===== src/hdl/wdrcu_pkg.sv =====
// Constants, types and state layout of the watchdog and reset-cause unit
package wdrcu_pkg;

	// Register bus geometry
	localparam int unsigned WDRCU_ADDR_W = 8;
	localparam int unsigned WDRCU_DATA_W = 8;

	// Register offsets
	localparam logic [7:0] WDRCU_CTL_OFFSET = 8'h60;
	localparam logic [7:0] WDRCU_CAUSE_OFFSET = 8'h54;

	// Control and status field positions
	localparam int unsigned WDRCU_IRQ_FLAG_BIT = 7;
	localparam int unsigned WDRCU_IRQ_EN_BIT = 6;
	localparam int unsigned WDRCU_PRE_HI_BIT = 5;
	localparam int unsigned WDRCU_WIN_BIT = 4;
	localparam int unsigned WDRCU_RST_EN_BIT = 3;
	localparam int unsigned WDRCU_PRE_LO_MSB = 2;

	// Reset-cause field positions
	localparam int unsigned WDRCU_USB_BIT = 5;
	localparam int unsigned WDRCU_WD_BIT = 3;
	localparam int unsigned WDRCU_BO_BIT = 2;
	localparam int unsigned WDRCU_EXT_BIT = 1;
	localparam int unsigned WDRCU_PO_BIT = 0;

	// Timing: change window length in system clock cycles
	localparam int unsigned WDRCU_WIN_CYCLES = 4;
	localparam int unsigned WDRCU_WIN_W = 2;

	// Timing: slow oscillator derived from the system clock
	localparam int unsigned WDRCU_CLK_HZ = 200_000_000;
	localparam int unsigned WDRCU_OSC_HZ = 128_000;
	localparam int unsigned WDRCU_DIV_CYCLES = WDRCU_CLK_HZ / WDRCU_OSC_HZ;
	localparam int unsigned WDRCU_DIV_W = 16;

	// Time-out: single period is base shifted left by the prescale code
	localparam int unsigned WDRCU_BASE_TIMEOUT = 2048;
	localparam logic [3:0] WDRCU_PRE_MAX_CODE = 4'h9;
	localparam int unsigned WDRCU_CNT_W = 22;

	// Operating mode, coded as {reset enable, interrupt enable}
	typedef enum logic [1:0] {
		WDRCU_MODE_STOPPED = 2'b00,
		WDRCU_MODE_IRQ = 2'b01,
		WDRCU_MODE_RESET = 2'b10,
		WDRCU_MODE_IRQ_RESET = 2'b11
	} wdrcu_mode_type;

	// Complete state of the unit
	typedef struct packed {
		logic irq_flag;
		logic irq_enable;
		logic [3:0] prescale;
		logic win;
		logic [WDRCU_WIN_W-1:0] win_cnt;
		logic rst_enable;
		logic [WDRCU_CNT_W-1:0] cnt;
		logic [WDRCU_DIV_W-1:0] div_cnt;
		logic usb_flag;
		logic wd_flag;
		logic bo_flag;
		logic ext_flag;
		logic po_flag;
		logic [WDRCU_DATA_W-1:0] rdata;
		logic rst_pulse;
	} wdrcu_state_type;

	// Power-on value: only the power-on cause is set
	localparam wdrcu_state_type WDRCU_STATE_RESET = '{
		po_flag: 1'h1,
		default: '0
	};

endpackage


===== src/hdl/wdrcu_top.sv =====
// Watchdog timer with control register and reset-cause register
`timescale 1ns/1ps

// What this block does
// - Reset enable stays forced high while the watchdog reset cause is set.
// - Clearing reset enable or changing prescale needs the change window open.
// - Change window bit clears itself four system clocks after it is set.
// - Mode decoded from reset enable and interrupt enable bits.
// - Interrupt flag sets on double time-out when interrupt action configured.
// - Interrupt flag clears on vector taken or on software write of one.
// - Interrupt request only with core enable, interrupt enable and pending flag.
// - Combined mode: vector taken clears interrupt enable and flag.
// - Combined mode: unserviced flag at next time-out gives a system reset.
// - Prescale field is bit 5 and bits 2 to 0; selects time-out.
// - USB, watchdog, brown-out, external flags; cleared by power-on or write zero.
// - Power-on flag set by power-on, cleared only by software writing zero.
// - Reset-cause bits 7 to 6 and 4 read as zero.
// - Always-on fuse forces reset mode, enable locked one, irq locked zero.
// - Counter advances on ticks at a 128 kHz oscillator rate divided down from the system clock.
// - Action happens at twice the selected time-out since last restart.
module wdrcu_top
	import wdrcu_pkg::*;
#(
	parameter int unsigned BASE_TIMEOUT = WDRCU_BASE_TIMEOUT,
	parameter int unsigned DIV_CYCLES = WDRCU_DIV_CYCLES
)
(
	input wire logic clk_sys,
	input wire logic sys_rst,
	input wire logic [WDRCU_ADDR_W-1:0] reg_addr,
	input wire logic [WDRCU_DATA_W-1:0] reg_wdata,
	input wire logic reg_wr,
	input wire logic reg_rd,
	output logic [WDRCU_DATA_W-1:0] reg_rdata,
	input wire logic wd_always_on_fuse,
	input wire logic core_global_irq_enable,
	input wire logic wd_restart,
	input wire logic wd_irq_ack,
	output logic wd_irq_req,
	output logic wd_system_reset,
	input wire logic external_reset_event,
	input wire logic brownout_event,
	input wire logic usb_reset_event
);

	wdrcu_state_type s;
	wdrcu_state_type next_s;

	wdrcu_mode_type wd_mode;
	logic ctl_wr;
	logic cause_wr;
	logic open_wr;
	logic tick;
	logic expire;
	logic set_irq;
	logic fire_rst;
	logic irq_taken;
	logic any_sysrst;
	logic [3:0] pre_eff;
	logic [4:0] shift_amt;
	logic [WDRCU_CNT_W-1:0] limit;
	logic [WDRCU_CNT_W-1:0] div_last;

	// Register decode
	assign ctl_wr = reg_wr && (reg_addr == WDRCU_CTL_OFFSET);
	assign cause_wr = reg_wr && (reg_addr == WDRCU_CAUSE_OFFSET);
	assign open_wr = ctl_wr && reg_wdata[WDRCU_WIN_BIT]
		&& reg_wdata[WDRCU_RST_EN_BIT];

	// Mode straight from the two enable bits
	assign wd_mode = wdrcu_mode_type'({s.rst_enable, s.irq_enable});

	// Slow oscillator tick as an enable pulse
	assign div_last = WDRCU_CNT_W'(DIV_CYCLES - 1);
	assign tick = (WDRCU_CNT_W'(s.div_cnt) == div_last);

	// Reserved prescale codes behave as the longest period
	assign pre_eff = (s.prescale > WDRCU_PRE_MAX_CODE) ?
		WDRCU_PRE_MAX_CODE : s.prescale;
	assign shift_amt = {1'h0, pre_eff} + 5'h1;

	// Double time-out limit in oscillator ticks
	assign limit = WDRCU_CNT_W'(BASE_TIMEOUT) << shift_amt;

	// Expiry on the tick that completes twice the period
	assign expire = tick && (s.cnt == limit - WDRCU_CNT_W'(1))
		&& (wd_mode != WDRCU_MODE_STOPPED);

	// Interrupt request and acceptance
	assign wd_irq_req = core_global_irq_enable && s.irq_enable
		&& s.irq_flag;
	assign irq_taken = wd_irq_ack && wd_irq_req;

	// Any cause that resets the system reloads the control register
	assign any_sysrst = fire_rst || external_reset_event
		|| brownout_event || usb_reset_event;

	// Action on expiry per mode
	always_comb
	begin
		set_irq = 1'b0;
		fire_rst = 1'b0;
		case (wd_mode)
			WDRCU_MODE_STOPPED:
			begin
				set_irq = 1'b0;
			end
			WDRCU_MODE_IRQ:
			begin
				set_irq = expire;
			end
			WDRCU_MODE_RESET:
			begin
				fire_rst = expire;
			end
			WDRCU_MODE_IRQ_RESET:
			begin
				// Pending flag not serviced in time escalates to reset
				set_irq = expire && !s.irq_flag;
				fire_rst = expire && s.irq_flag;
			end
			default:
			begin
				set_irq = 1'b0;
			end
		endcase
	end

	// Next-state logic of the whole unit
	always_comb
	begin
		next_s = s;
		next_s.rst_pulse = fire_rst;

		// Divider and counter; restart or stop clears both
		if (wd_restart || wd_mode == WDRCU_MODE_STOPPED)
		begin
			next_s.div_cnt = '0;
			next_s.cnt = '0;
		end
		else if (tick)
		begin
			next_s.div_cnt = '0;
			next_s.cnt = expire ? '0 : s.cnt + WDRCU_CNT_W'(1);
		end
		else
		begin
			next_s.div_cnt = s.div_cnt + WDRCU_DIV_W'(1);
		end

		// Change window runs down and closes by itself
		if (s.win)
		begin
			if (s.win_cnt == '0)
			begin
				next_s.win = 1'b0;
			end
			else
			begin
				next_s.win_cnt = s.win_cnt - WDRCU_WIN_W'(1);
			end
		end

		// Software write to the control register
		if (ctl_wr)
		begin
			if (reg_wdata[WDRCU_IRQ_FLAG_BIT])
			begin
				next_s.irq_flag = 1'b0;
			end
			next_s.irq_enable = reg_wdata[WDRCU_IRQ_EN_BIT];
			if (s.win)
			begin
				// Prescale and a clear of reset enable only take effect inside the window
				next_s.prescale = {reg_wdata[WDRCU_PRE_HI_BIT],
					reg_wdata[WDRCU_PRE_LO_MSB:0]};
				next_s.rst_enable = reg_wdata[WDRCU_RST_EN_BIT];
			end
			else if (reg_wdata[WDRCU_RST_EN_BIT])
			begin
				next_s.rst_enable = 1'b1;
			end
			if (open_wr)
			begin
				next_s.win = 1'b1;
				next_s.win_cnt = WDRCU_WIN_W'(WDRCU_WIN_CYCLES - 1);
			end
		end

		// Vector taken clears the flag, and in combined mode the enable
		if (irq_taken)
		begin
			next_s.irq_flag = 1'b0;
			if (wd_mode == WDRCU_MODE_IRQ_RESET)
			begin
				next_s.irq_enable = 1'b0;
			end
		end

		// Hardware set wins over a software or vector clear in the same cycle
		if (set_irq)
		begin
			next_s.irq_flag = 1'b1;
		end

		// Software clears reset causes by writing zero
		if (cause_wr)
		begin
			next_s.usb_flag = s.usb_flag & reg_wdata[WDRCU_USB_BIT];
			next_s.wd_flag = s.wd_flag & reg_wdata[WDRCU_WD_BIT];
			next_s.bo_flag = s.bo_flag & reg_wdata[WDRCU_BO_BIT];
			next_s.ext_flag = s.ext_flag & reg_wdata[WDRCU_EXT_BIT];
			next_s.po_flag = s.po_flag & reg_wdata[WDRCU_PO_BIT];
		end

		// Cause events set their flags, winning over a clear
		if (usb_reset_event)
		begin
			next_s.usb_flag = 1'b1;
		end
		if (fire_rst)
		begin
			next_s.wd_flag = 1'b1;
		end
		if (brownout_event)
		begin
			next_s.bo_flag = 1'b1;
		end
		if (external_reset_event)
		begin
			next_s.ext_flag = 1'b1;
		end

		// A system reset reloads the watchdog controls
		if (any_sysrst)
		begin
			next_s.irq_flag = 1'b0;
			next_s.irq_enable = 1'b0;
			next_s.prescale = '0;
			next_s.win = 1'b0;
			next_s.win_cnt = '0;
			next_s.rst_enable = 1'b0;
			next_s.cnt = '0;
			next_s.div_cnt = '0;
		end

		// Overrides: fuse locks reset mode, cause flag holds enable
		if (wd_always_on_fuse)
		begin
			next_s.rst_enable = 1'b1;
			next_s.irq_enable = 1'b0;
		end
		if (next_s.wd_flag)
		begin
			next_s.rst_enable = 1'b1;
		end

		// Read data stand in the cycle after the strobe only
		next_s.rdata = '0;
		if (reg_rd)
		begin
			case (reg_addr)
				WDRCU_CTL_OFFSET:
				begin
					next_s.rdata = {s.irq_flag, s.irq_enable, s.prescale[3],
						s.win, s.rst_enable, s.prescale[2:0]};
				end
				WDRCU_CAUSE_OFFSET:
				begin
					next_s.rdata = {2'h0, s.usb_flag, 1'h0, s.wd_flag,
						s.bo_flag, s.ext_flag, s.po_flag};
				end
				default:
				begin
					next_s.rdata = '0;
				end
			endcase
		end
	end

	// State register; synchronous reset acts as power-on
	always_ff @(posedge clk_sys)
	begin
		if (sys_rst)
		begin
			s <= WDRCU_STATE_RESET;
		end
		else
		begin
			s <= next_s;
		end
	end

	// Outputs from flip-flops
	assign reg_rdata = s.rdata;
	assign wd_system_reset = s.rst_pulse;

	// Enable is never low while the watchdog cause flag stands
	property p_wde_forced;
		@(posedge clk_sys) disable iff (sys_rst)
		s.wd_flag |-> s.rst_enable;
	endproperty
	a_wde_forced: assert property (p_wde_forced)
		else $error("reset enable low while watchdog cause set");

	// Protected fields hold when written outside the window
	property p_protect;
		@(posedge clk_sys) disable iff (sys_rst)
		(ctl_wr && !s.win && !any_sysrst)
		|=> (s.prescale == $past(s.prescale))
		&& (s.rst_enable || !$past(s.rst_enable));
	endproperty
	a_protect: assert property (p_protect)
		else $error("protected field changed without window");

	// Window opens with a count of three
	property p_window_open;
		@(posedge clk_sys) disable iff (sys_rst)
		(open_wr && !any_sysrst) |=> s.win && (s.win_cnt == 2'h3);
	endproperty
	a_window_open: assert property (p_window_open)
		else $error("change window did not open");

	// Window stays four cycles, then closes
	property p_window_close;
		@(posedge clk_sys) disable iff (sys_rst)
		(open_wr && !any_sysrst) ##1 (!open_wr && !any_sysrst)[*4]
		|=> !s.win;
	endproperty
	a_window_close: assert property (p_window_close)
		else $error("change window not closed after four cycles");

	// Fuse forces reset mode
	property p_fuse_mode;
		@(posedge clk_sys) disable iff (sys_rst)
		wd_always_on_fuse ##1 wd_always_on_fuse
		|-> wd_mode == WDRCU_MODE_RESET;
	endproperty
	a_fuse_mode: assert property (p_fuse_mode)
		else $error("fuse did not force reset mode");

	// Interrupt-mode expiry raises the flag
	property p_irq_set;
		@(posedge clk_sys) disable iff (sys_rst)
		(expire && wd_mode == WDRCU_MODE_IRQ) |=> s.irq_flag;
	endproperty
	a_irq_set: assert property (p_irq_set)
		else $error("interrupt flag not set on expiry");

	// Writing one clears the flag when nothing sets it
	property p_irq_sw_clear;
		@(posedge clk_sys) disable iff (sys_rst)
		(ctl_wr && reg_wdata[WDRCU_IRQ_FLAG_BIT] && !set_irq)
		|=> !s.irq_flag;
	endproperty
	a_irq_sw_clear: assert property (p_irq_sw_clear)
		else $error("interrupt flag not cleared by write of one");

	// No request without core enable
	property p_irq_gate;
		@(posedge clk_sys) disable iff (sys_rst)
		(!core_global_irq_enable || !s.irq_flag) |-> !wd_irq_req;
	endproperty
	a_irq_gate: assert property (p_irq_gate)
		else $error("interrupt request without enable");

	// Combined mode vector drops to plain reset mode
	property p_combined_ack;
		@(posedge clk_sys) disable iff (sys_rst)
		(irq_taken && wd_mode == WDRCU_MODE_IRQ_RESET && !ctl_wr)
		|=> !s.irq_enable && !s.irq_flag;
	endproperty
	a_combined_ack: assert property (p_combined_ack)
		else $error("combined-mode vector did not clear enable");

	// Unserviced flag at expiry gives a reset pulse and cause flag
	property p_escalate;
		@(posedge clk_sys) disable iff (sys_rst)
		(expire && wd_mode == WDRCU_MODE_IRQ_RESET && s.irq_flag)
		|=> wd_system_reset && s.wd_flag ##1 !wd_system_reset;
	endproperty
	a_escalate: assert property (p_escalate)
		else $error("no reset on unserviced combined interrupt");

	// Reserved cause bits read zero
	property p_cause_reserved;
		@(posedge clk_sys) disable iff (sys_rst)
		(reg_rd && reg_addr == WDRCU_CAUSE_OFFSET)
		|=> (reg_rdata[7:6] == 2'h0) && !reg_rdata[4];
	endproperty
	a_cause_reserved: assert property (p_cause_reserved)
		else $error("reserved cause bit read nonzero");

	// Power-on flag only falls by a write of zero
	property p_po_hold;
		@(posedge clk_sys) disable iff (sys_rst)
		(s.po_flag && !(cause_wr && !reg_wdata[WDRCU_PO_BIT]))
		|=> s.po_flag;
	endproperty
	a_po_hold: assert property (p_po_hold)
		else $error("power-on flag lost without write");

	// Restart zeroes the counter and keeps settings
	property p_restart;
		@(posedge clk_sys) disable iff (sys_rst)
		(wd_restart && !reg_wr && !any_sysrst)
		|=> (s.cnt == '0) && (s.prescale == $past(s.prescale));
	endproperty
	a_restart: assert property (p_restart)
		else $error("restart did not clear counter");

endmodule


===== config.mk =====
export PLATFORM = sky130hd
export DESIGN_NAME = wdrcu_top
export DESIGN_NICKNAME = d
export VERILOG_FILES = /design/src/hdl/wdrcu_pkg.sv /design/src/hdl/wdrcu_top.sv
export SDC_FILE = /design/constraint.sdc
export NUM_CORES = 1
export LEC_CHECK = 0
export CORE_MARGIN = 3
export CORE_UTILIZATION = 35
export DETAILED_ROUTE_END_ITERATION = 8
export DONT_BUFFER_PORTS = 1
export HOLD_SLACK_MARGIN = 0.08
export SLEW_MARGIN = 20
export SYNTH_ARGS = -nofsm -noshare
export SYNTH_HDL_FRONTEND = slang
export SYNTH_SLANG_ARGS = --single-unit

===== constraint.sdc =====
create_clock -name clk_sys -period 3.7 [get_ports clk_sys]
set_clock_uncertainty 0.15 [all_clocks]
set_input_delay 0.74 -clock clk_sys [delete_from_list [all_inputs] [get_ports clk_sys]]
set_output_delay 0.74 -clock clk_sys [all_outputs]
set_load 0.02 [all_outputs]

* Word level (Yosys, flattened, before mapping)
Index checks and enable logic that the tools add are counted.
** Operators by class
- Multiplexer cells :: 28
- Bitwise gates (word level) :: 6
- Add/subtract/negate cells :: 5
- Reduce and logical (&&, ||, !) cells :: 34
- Shift-type cells :: 1
- $lt $le $gt $ge :: 1
- Equality and inequality tests :: 7
** Operator list (number)
- 22-bit two-way mux :: 2
- 39-bit two-way mux :: 1
- 38-bit two-way mux :: 1
- 22-bit by 1-bit adder with 22-bit output (second input constant) :: 1
- 22-bit == test :: 1
- 12-bit by 5-bit left shift with 22-bit output (first input constant) :: 1
- 22-bit by 1-bit subtractor with 22-bit output (second input constant) :: 1
- 16-bit by 1-bit adder with 16-bit output (second input constant) :: 1
- 16-bit by 11-bit == test with 1-bit output (second input constant) :: 1
- 8-bit by 7-bit == test with 1-bit output (second input constant) :: 2
- 16-bit two-way mux :: 1
- 8-bit case mux with 2 select lines :: 1
- 1-bit two-way mux :: 12
- 1-bit logical AND :: 11
- 10-bit two-way mux :: 1
- 4-bit two-way mux :: 2
- 2-bit nonzero test :: 4
- 3-bit two-way mux :: 2
- 2-bit AND reduction :: 3
- 3-bit nonzero test :: 2
- 3-bit OR reduction :: 2
- 4-bit by 1-bit adder with 5-bit output (second input constant) :: 1
- 1-bit AND :: 5
- 5-bit two-way mux :: 1
- 14 further kinds :: 22
** Storage, ports and cells
- Flip-flop bits (word level) :: 62
- Logic and storage cells :: 97
- Input bits :: 27

* Longest topological paths before layout
- Word-level depth :: 16
- Depth in mapped cells :: 12
- Gate-level depth less buffers :: 9

* Least setup slack after synthesis
Ideal clock, no wire load.
- Kind :: register to register
- From :: reg s[59] in the netlist's numbering
- To :: reg s[30] in the netlist's numbering
- Arrival time :: 2.698 ns
- Cell stages (with the launch flop) :: 13
- Buffers on the path :: 3
- Setup slack :: 0.793 ns
- Library setup time :: 0.059 ns
- Cell sequence :: dfxtp_1 clkbuf_1 nor2_1 nand2_1 ha_1 clkbuf_1 or3b_1 or3_1 nand3_1 a22oi_1 a31oi_1 clkbuf_1 and2_1
** Between the ends
- Cells in the longest elaborated chain, start to end :: 14
- Elaborated cells on any way between the ends :: 15
- Those cells by class :: add/sub (2); order compare (1); eq/ne (1); shift (1); mux (3); reduce/logical (7)
** Ends and longest elaborated chain
- start: declaration :: RTL line wdrcu_top.sv:46 : wdrcu_state_type s;
- start signal: assignment :: RTL line wdrcu_top.sv:290 : s <= next_s;
- 4-bit > comparator :: RTL line wdrcu_top.sv:78 : assign pre_eff = (s.prescale > WDRCU_PRE_MAX_CODE) ?
- 4-bit two-way mux * :: RTL line wdrcu_top.sv:78
- 4-bit by 1-bit adder with 5-bit output * :: RTL line wdrcu_top.sv:80 : assign shift_amt = {1'h0, pre_eff} + 5'h1;
- 12-bit by 5-bit left shift with 22-bit output * :: RTL line wdrcu_top.sv:83 : assign limit = WDRCU_CNT_W'(BASE_TIMEOUT) << shift_amt;
- 22-bit by 1-bit subtractor with 22-bit output * :: RTL line wdrcu_top.sv:86 : assign expire = tick && (s.cnt == limit - WDRCU_CNT_W'(1))
- 22-bit == test * :: RTL line wdrcu_top.sv:86
- 1-bit logical AND * :: RTL line wdrcu_top.sv:86
- 1-bit logical AND * :: RTL line wdrcu_top.sv:87 : && (wd_mode != WDRCU_MODE_STOPPED);
- 1-bit logical AND :: RTL line wdrcu_top.sv:120 : fire_rst = expire && s.irq_flag;
- 1-bit case mux with 2 select lines :: RTL line wdrcu_top.sv:103 : case (wd_mode)
- 1-bit logical OR :: RTL line wdrcu_top.sv:95 : assign any_sysrst = fire_rst || external_reset_event
- 1-bit logical OR (2 in series) :: RTL line wdrcu_top.sv:96 : || brownout_event || usb_reset_event;
- 3-bit OR reduction (no source line)
Every way passes the cells marked *; elsewhere a longest branch is shown, timed or not.
A chain may end at the register's enable or synchronous reset.

* Final worst setup path
- From :: reg s[59] in the netlist's numbering
- To :: reg s[34] in the netlist's numbering
Same word-level chain as after synthesis.

==> flow_summary.json <==
{
  "ys_seq_elements": 62,
  "ys_dominant_reg_cell": "dfxtp_1",
  "clock_latency_ps": 340,
  "nNetsFinal": 405,
  "viasPerCell": 5.32,
  "drt_iter0_markers": 104,
  "synth_top_area_share_pct": 38.9,
  "postSynthCellCount": 382,
  "fillCellCount": 920,
  "yosys.area.top_type": "dfxtp_1",
  "synth_seq_area_share_pct": 38.9,
  "cpPeakStageDelay_ps": 660,
  "ctsResizeCount": 0,
  "tightestPinTransition_ps": 730,
  "syn_to_final_growth_pct": 6.51,
  "synthDistinctLibCells": 51,
  "htreeDepth": 3,
  "start_util_pct": 36.2,
  "finalSetupViolations": 0,
  "cp.required_ps": 3770,
  "max_freq_mhz": 310,
  "worstHoldPathCells": 1,
  "drv_cap": 0,
  "io_pins": 37,
  "antenna_found_initial": 0,
  "synth_edf_count": 0,
  "rr_endpoint": "s[34]",
  "postLayoutCellArea_um2": 3400,
  "status": "complete, no violations",
  "async_flop_share_pct": 0,
  "dieArea_um2": 10300,
  "final_core_util_pct": 38.6,
  "cp.arrival_ps": 3300,
  "r2r_cells": 9,
  "syn-cell-area_um2": 3190,
  "wl_per_cell_um": 13.4,
  "gr-total-overflow": 0,
  "core_um2": 8810,
  "crit_chain": "nor2_1 > nand2_1 > ha_1 > nor2b_1 > xnor2_1 > a32oi_1 > a211oi_1 > a31oi_2 > and2_1",
  "yosys_warnings": 0,
  "drt_wl_total_um": 6530,
  "fin_setup_tns_ps": 0,
  "postCtsSetupRepairBufs": 0,
  "rows": 34,
  "yosys-top-cells-area": "dfxtp_1 (39%), xnor2_1 (5.2%), xor2_1 (5.2%)",
  "worstSetupEndpointType": "flip-flop",
  "fin_crit_sh_pct": 87.1,
  "grt_max_degree": 18,
  "worst_setup_path_start_kind": "flip-flop",
  "grt_pass1_wl_um": 11000,
  "place_area_um2": 3230,
  "path_max_fanout": 17,
  "slowest_stage": "a211oi_1",
  "grt_pass1_vias": 2404,
  "vdd_drop_max_mv": 0.184,
  "final_layout_size_suffix_gt1_share_pct": 7.94,
  "dp_hpwl_um": 4920,
  "drc": 0,
  "p_per_area_nw_per_um2": 347,
  "grtUsageTotal_pct": 13.1,
  "critPathCapture": "s[34]",
  "worstHoldPathType": "flip-flop to flip-flop",
  "crit_path_start": "s[59]",
  "clk_pin_slew_ps": 70,
  "p_leak_nw": 1.17,
  "r2r_slack_ps": 480,
  "n_antenna_cell": 0,
  "clockBufferDepth": 2,
  "fp.dieW_um": 101,
  "ctsRootBufferMaster": "clkbuf_8",
  "num_vias": 2586,
  "multiInputGateArea_um2": 1790,
  "clkSinkCount": 62,
  "cts_made_buffers": 9,
  "critPathKind": "flip-flop to flip-flop",
  "firstDrtPassIters": 4,
  "final-hold-violation-count": 0,
  "synth_nets": 413,
  "max_slew_margin_pct": 51.1,
  "die_h_um": 101,
  "rsz0062_at_grt": "no",
  "syn_avg_cell_area_um2": 8.35,
  "slew_violations": 0,
  "ant_nets": 0,
  "cts_tree": "built",
  "register_area_um2": 1240,
  "cts_hold_buf": 0,
  "rr_startpoint": "s[59]",
  "gp_congestion": 0.812,
  "min_period_ps": 3220,
  "io_buffers": 0
}
-- registers in the layout, summed over array words and instances, names as in the netlist --
name,flops
reg_rdata,8
s,53
wd_system_reset,1
-- cell usage after synthesis, types with 9 or more instances --
cell,n
inv_1,12
xor2_1,19
dfxtp_1,62
and3_1,9
nand4_1,11
a21oi_1,9
and2_1,18
o21ai_0,15
clkbuf_1,12
nand3_1,25
nor3_1,9
nor2_1,43
nand2_1,28
xnor2_1,19
-- per-layer routing --
layer | routed length, um | vias up | part of all wire (%) | GRT usage [%]
li1 | - | 1321 | - | -
met1 | 3200 | 1224 | 49 | 17.5
met2 | 3030 | 36 | 46 | 20.7
met3 | 249 | 5 | 3.8 | 3.99
met4 | 50 | 0 | 0.77 | 3.58
met5 | 0 | - | 0 | 0
-- layout make-up --
| cell class | count | share of cell area, % |
|---|---|---|
| repair buffers | 4 | 0.884 |
| flip-flops and latches | 62 | 36.5 |
| well taps | 108 | 3.98 |
| multi-input cells | 285 | 52.7 |
| clock inverters | 5 | 0.810 |
| clock buffers | 10 | 3.76 |
| inverters | 12 | 1.33 |
-- layout by cell type (no fill, tap or decap), drive strengths merged, types with 2 or more instances in the layout --
| cell type | synthesis | final |
|---|---|---|
| a211oi | 2 | 2 |
| a21boi | 8 | 8 |
| a21oi | 9 | 9 |
| a22oi | 6 | 6 |
| a31o | 2 | 2 |
| a31oi | 4 | 4 |
| and2 | 18 | 18 |
| and3 | 11 | 11 |
| and4 | 4 | 4 |
| buf | 10 | 4 |
| clkbuf | 13 | 10 |
| clkinv | 0 | 4 |
| dfxtp | 62 | 62 |
| ha | 4 | 4 |
| inv | 12 | 12 |
| nand2 | 28 | 28 |
| nand2b | 5 | 5 |
| nand3 | 25 | 25 |
| nand4 | 11 | 11 |
| nand4bb | 2 | 2 |
| nor2 | 43 | 43 |
| nor2b | 3 | 3 |
| nor3 | 9 | 9 |
| nor4 | 4 | 4 |
| nor4b | 7 | 7 |
| nor4bb | 2 | 2 |
| o21ai | 16 | 16 |
| o22ai | 2 | 2 |
| or2 | 3 | 3 |
| or3 | 5 | 5 |
| or3b | 2 | 2 |
| or4 | 2 | 2 |
| or4b | 2 | 2 |
| xnor2 | 19 | 19 |
| xor2 | 19 | 19 |
-- how the worst min path moves through the flow --
| stage | startpoint | end |
|---|---|---|
| finish | s[14] | s[14] |
| global route | sys_rst | s[11] |
| CTS | sys_rst | s[13] |
| floorplan | s[14] | s[14] |
| global placement | s[14] | s[14] |
| detailed placement | s[14] | s[14] |
-- power by group --
part / switching [mW] / internal (mW)
sequential: 0.00223 / 0.670
clock: 0.255 / 0.234
combinational: 0.00920 / 0.00723
total: 0.266 / 0.912
-- stage by stage --
step                setup slack, ps  cells  power [mW]  hold slack (ps)
finish                          476    486        1.18              317
global route                    203    486        1.23              303
CTS                             257    486        1.19              305
detailed placement              271    471       0.704              311
global placement                375    471       0.704              302
floorplan                       793    382       0.701              283
-- cells by family (layout without fill, tap and decap cells) --
| kind of cell | after synthesis | count (layout) | synth area share (%) |
|---|---|---|---|
| flip-flops | 62 | 62 | 38.9 |
| AO/OA/AOI/OAI | 54 | 54 | 10.9 |
| adder cells (fa/ha/maj) | 4 | 4 | 1.57 |
| buffers and inverters | 35 | 31 | 5.25 |
| AND/OR/NAND/NOR | 188 | 188 | 32.9 |
| other | 1 | 1 | 0.118 |
| XOR/XNOR | 38 | 38 | 10.4 |
-- critical path: cells and delay by family, from the launching register on --
family	cells	cell delay, ps
adders and majority gates	1	290
and+or+nand+nor	4	720
AOI/OAI and AO/OA	3	1250
DFF	1	570
xor gates and xnor gates	1	150
Power figures use the tool's default switching activity.
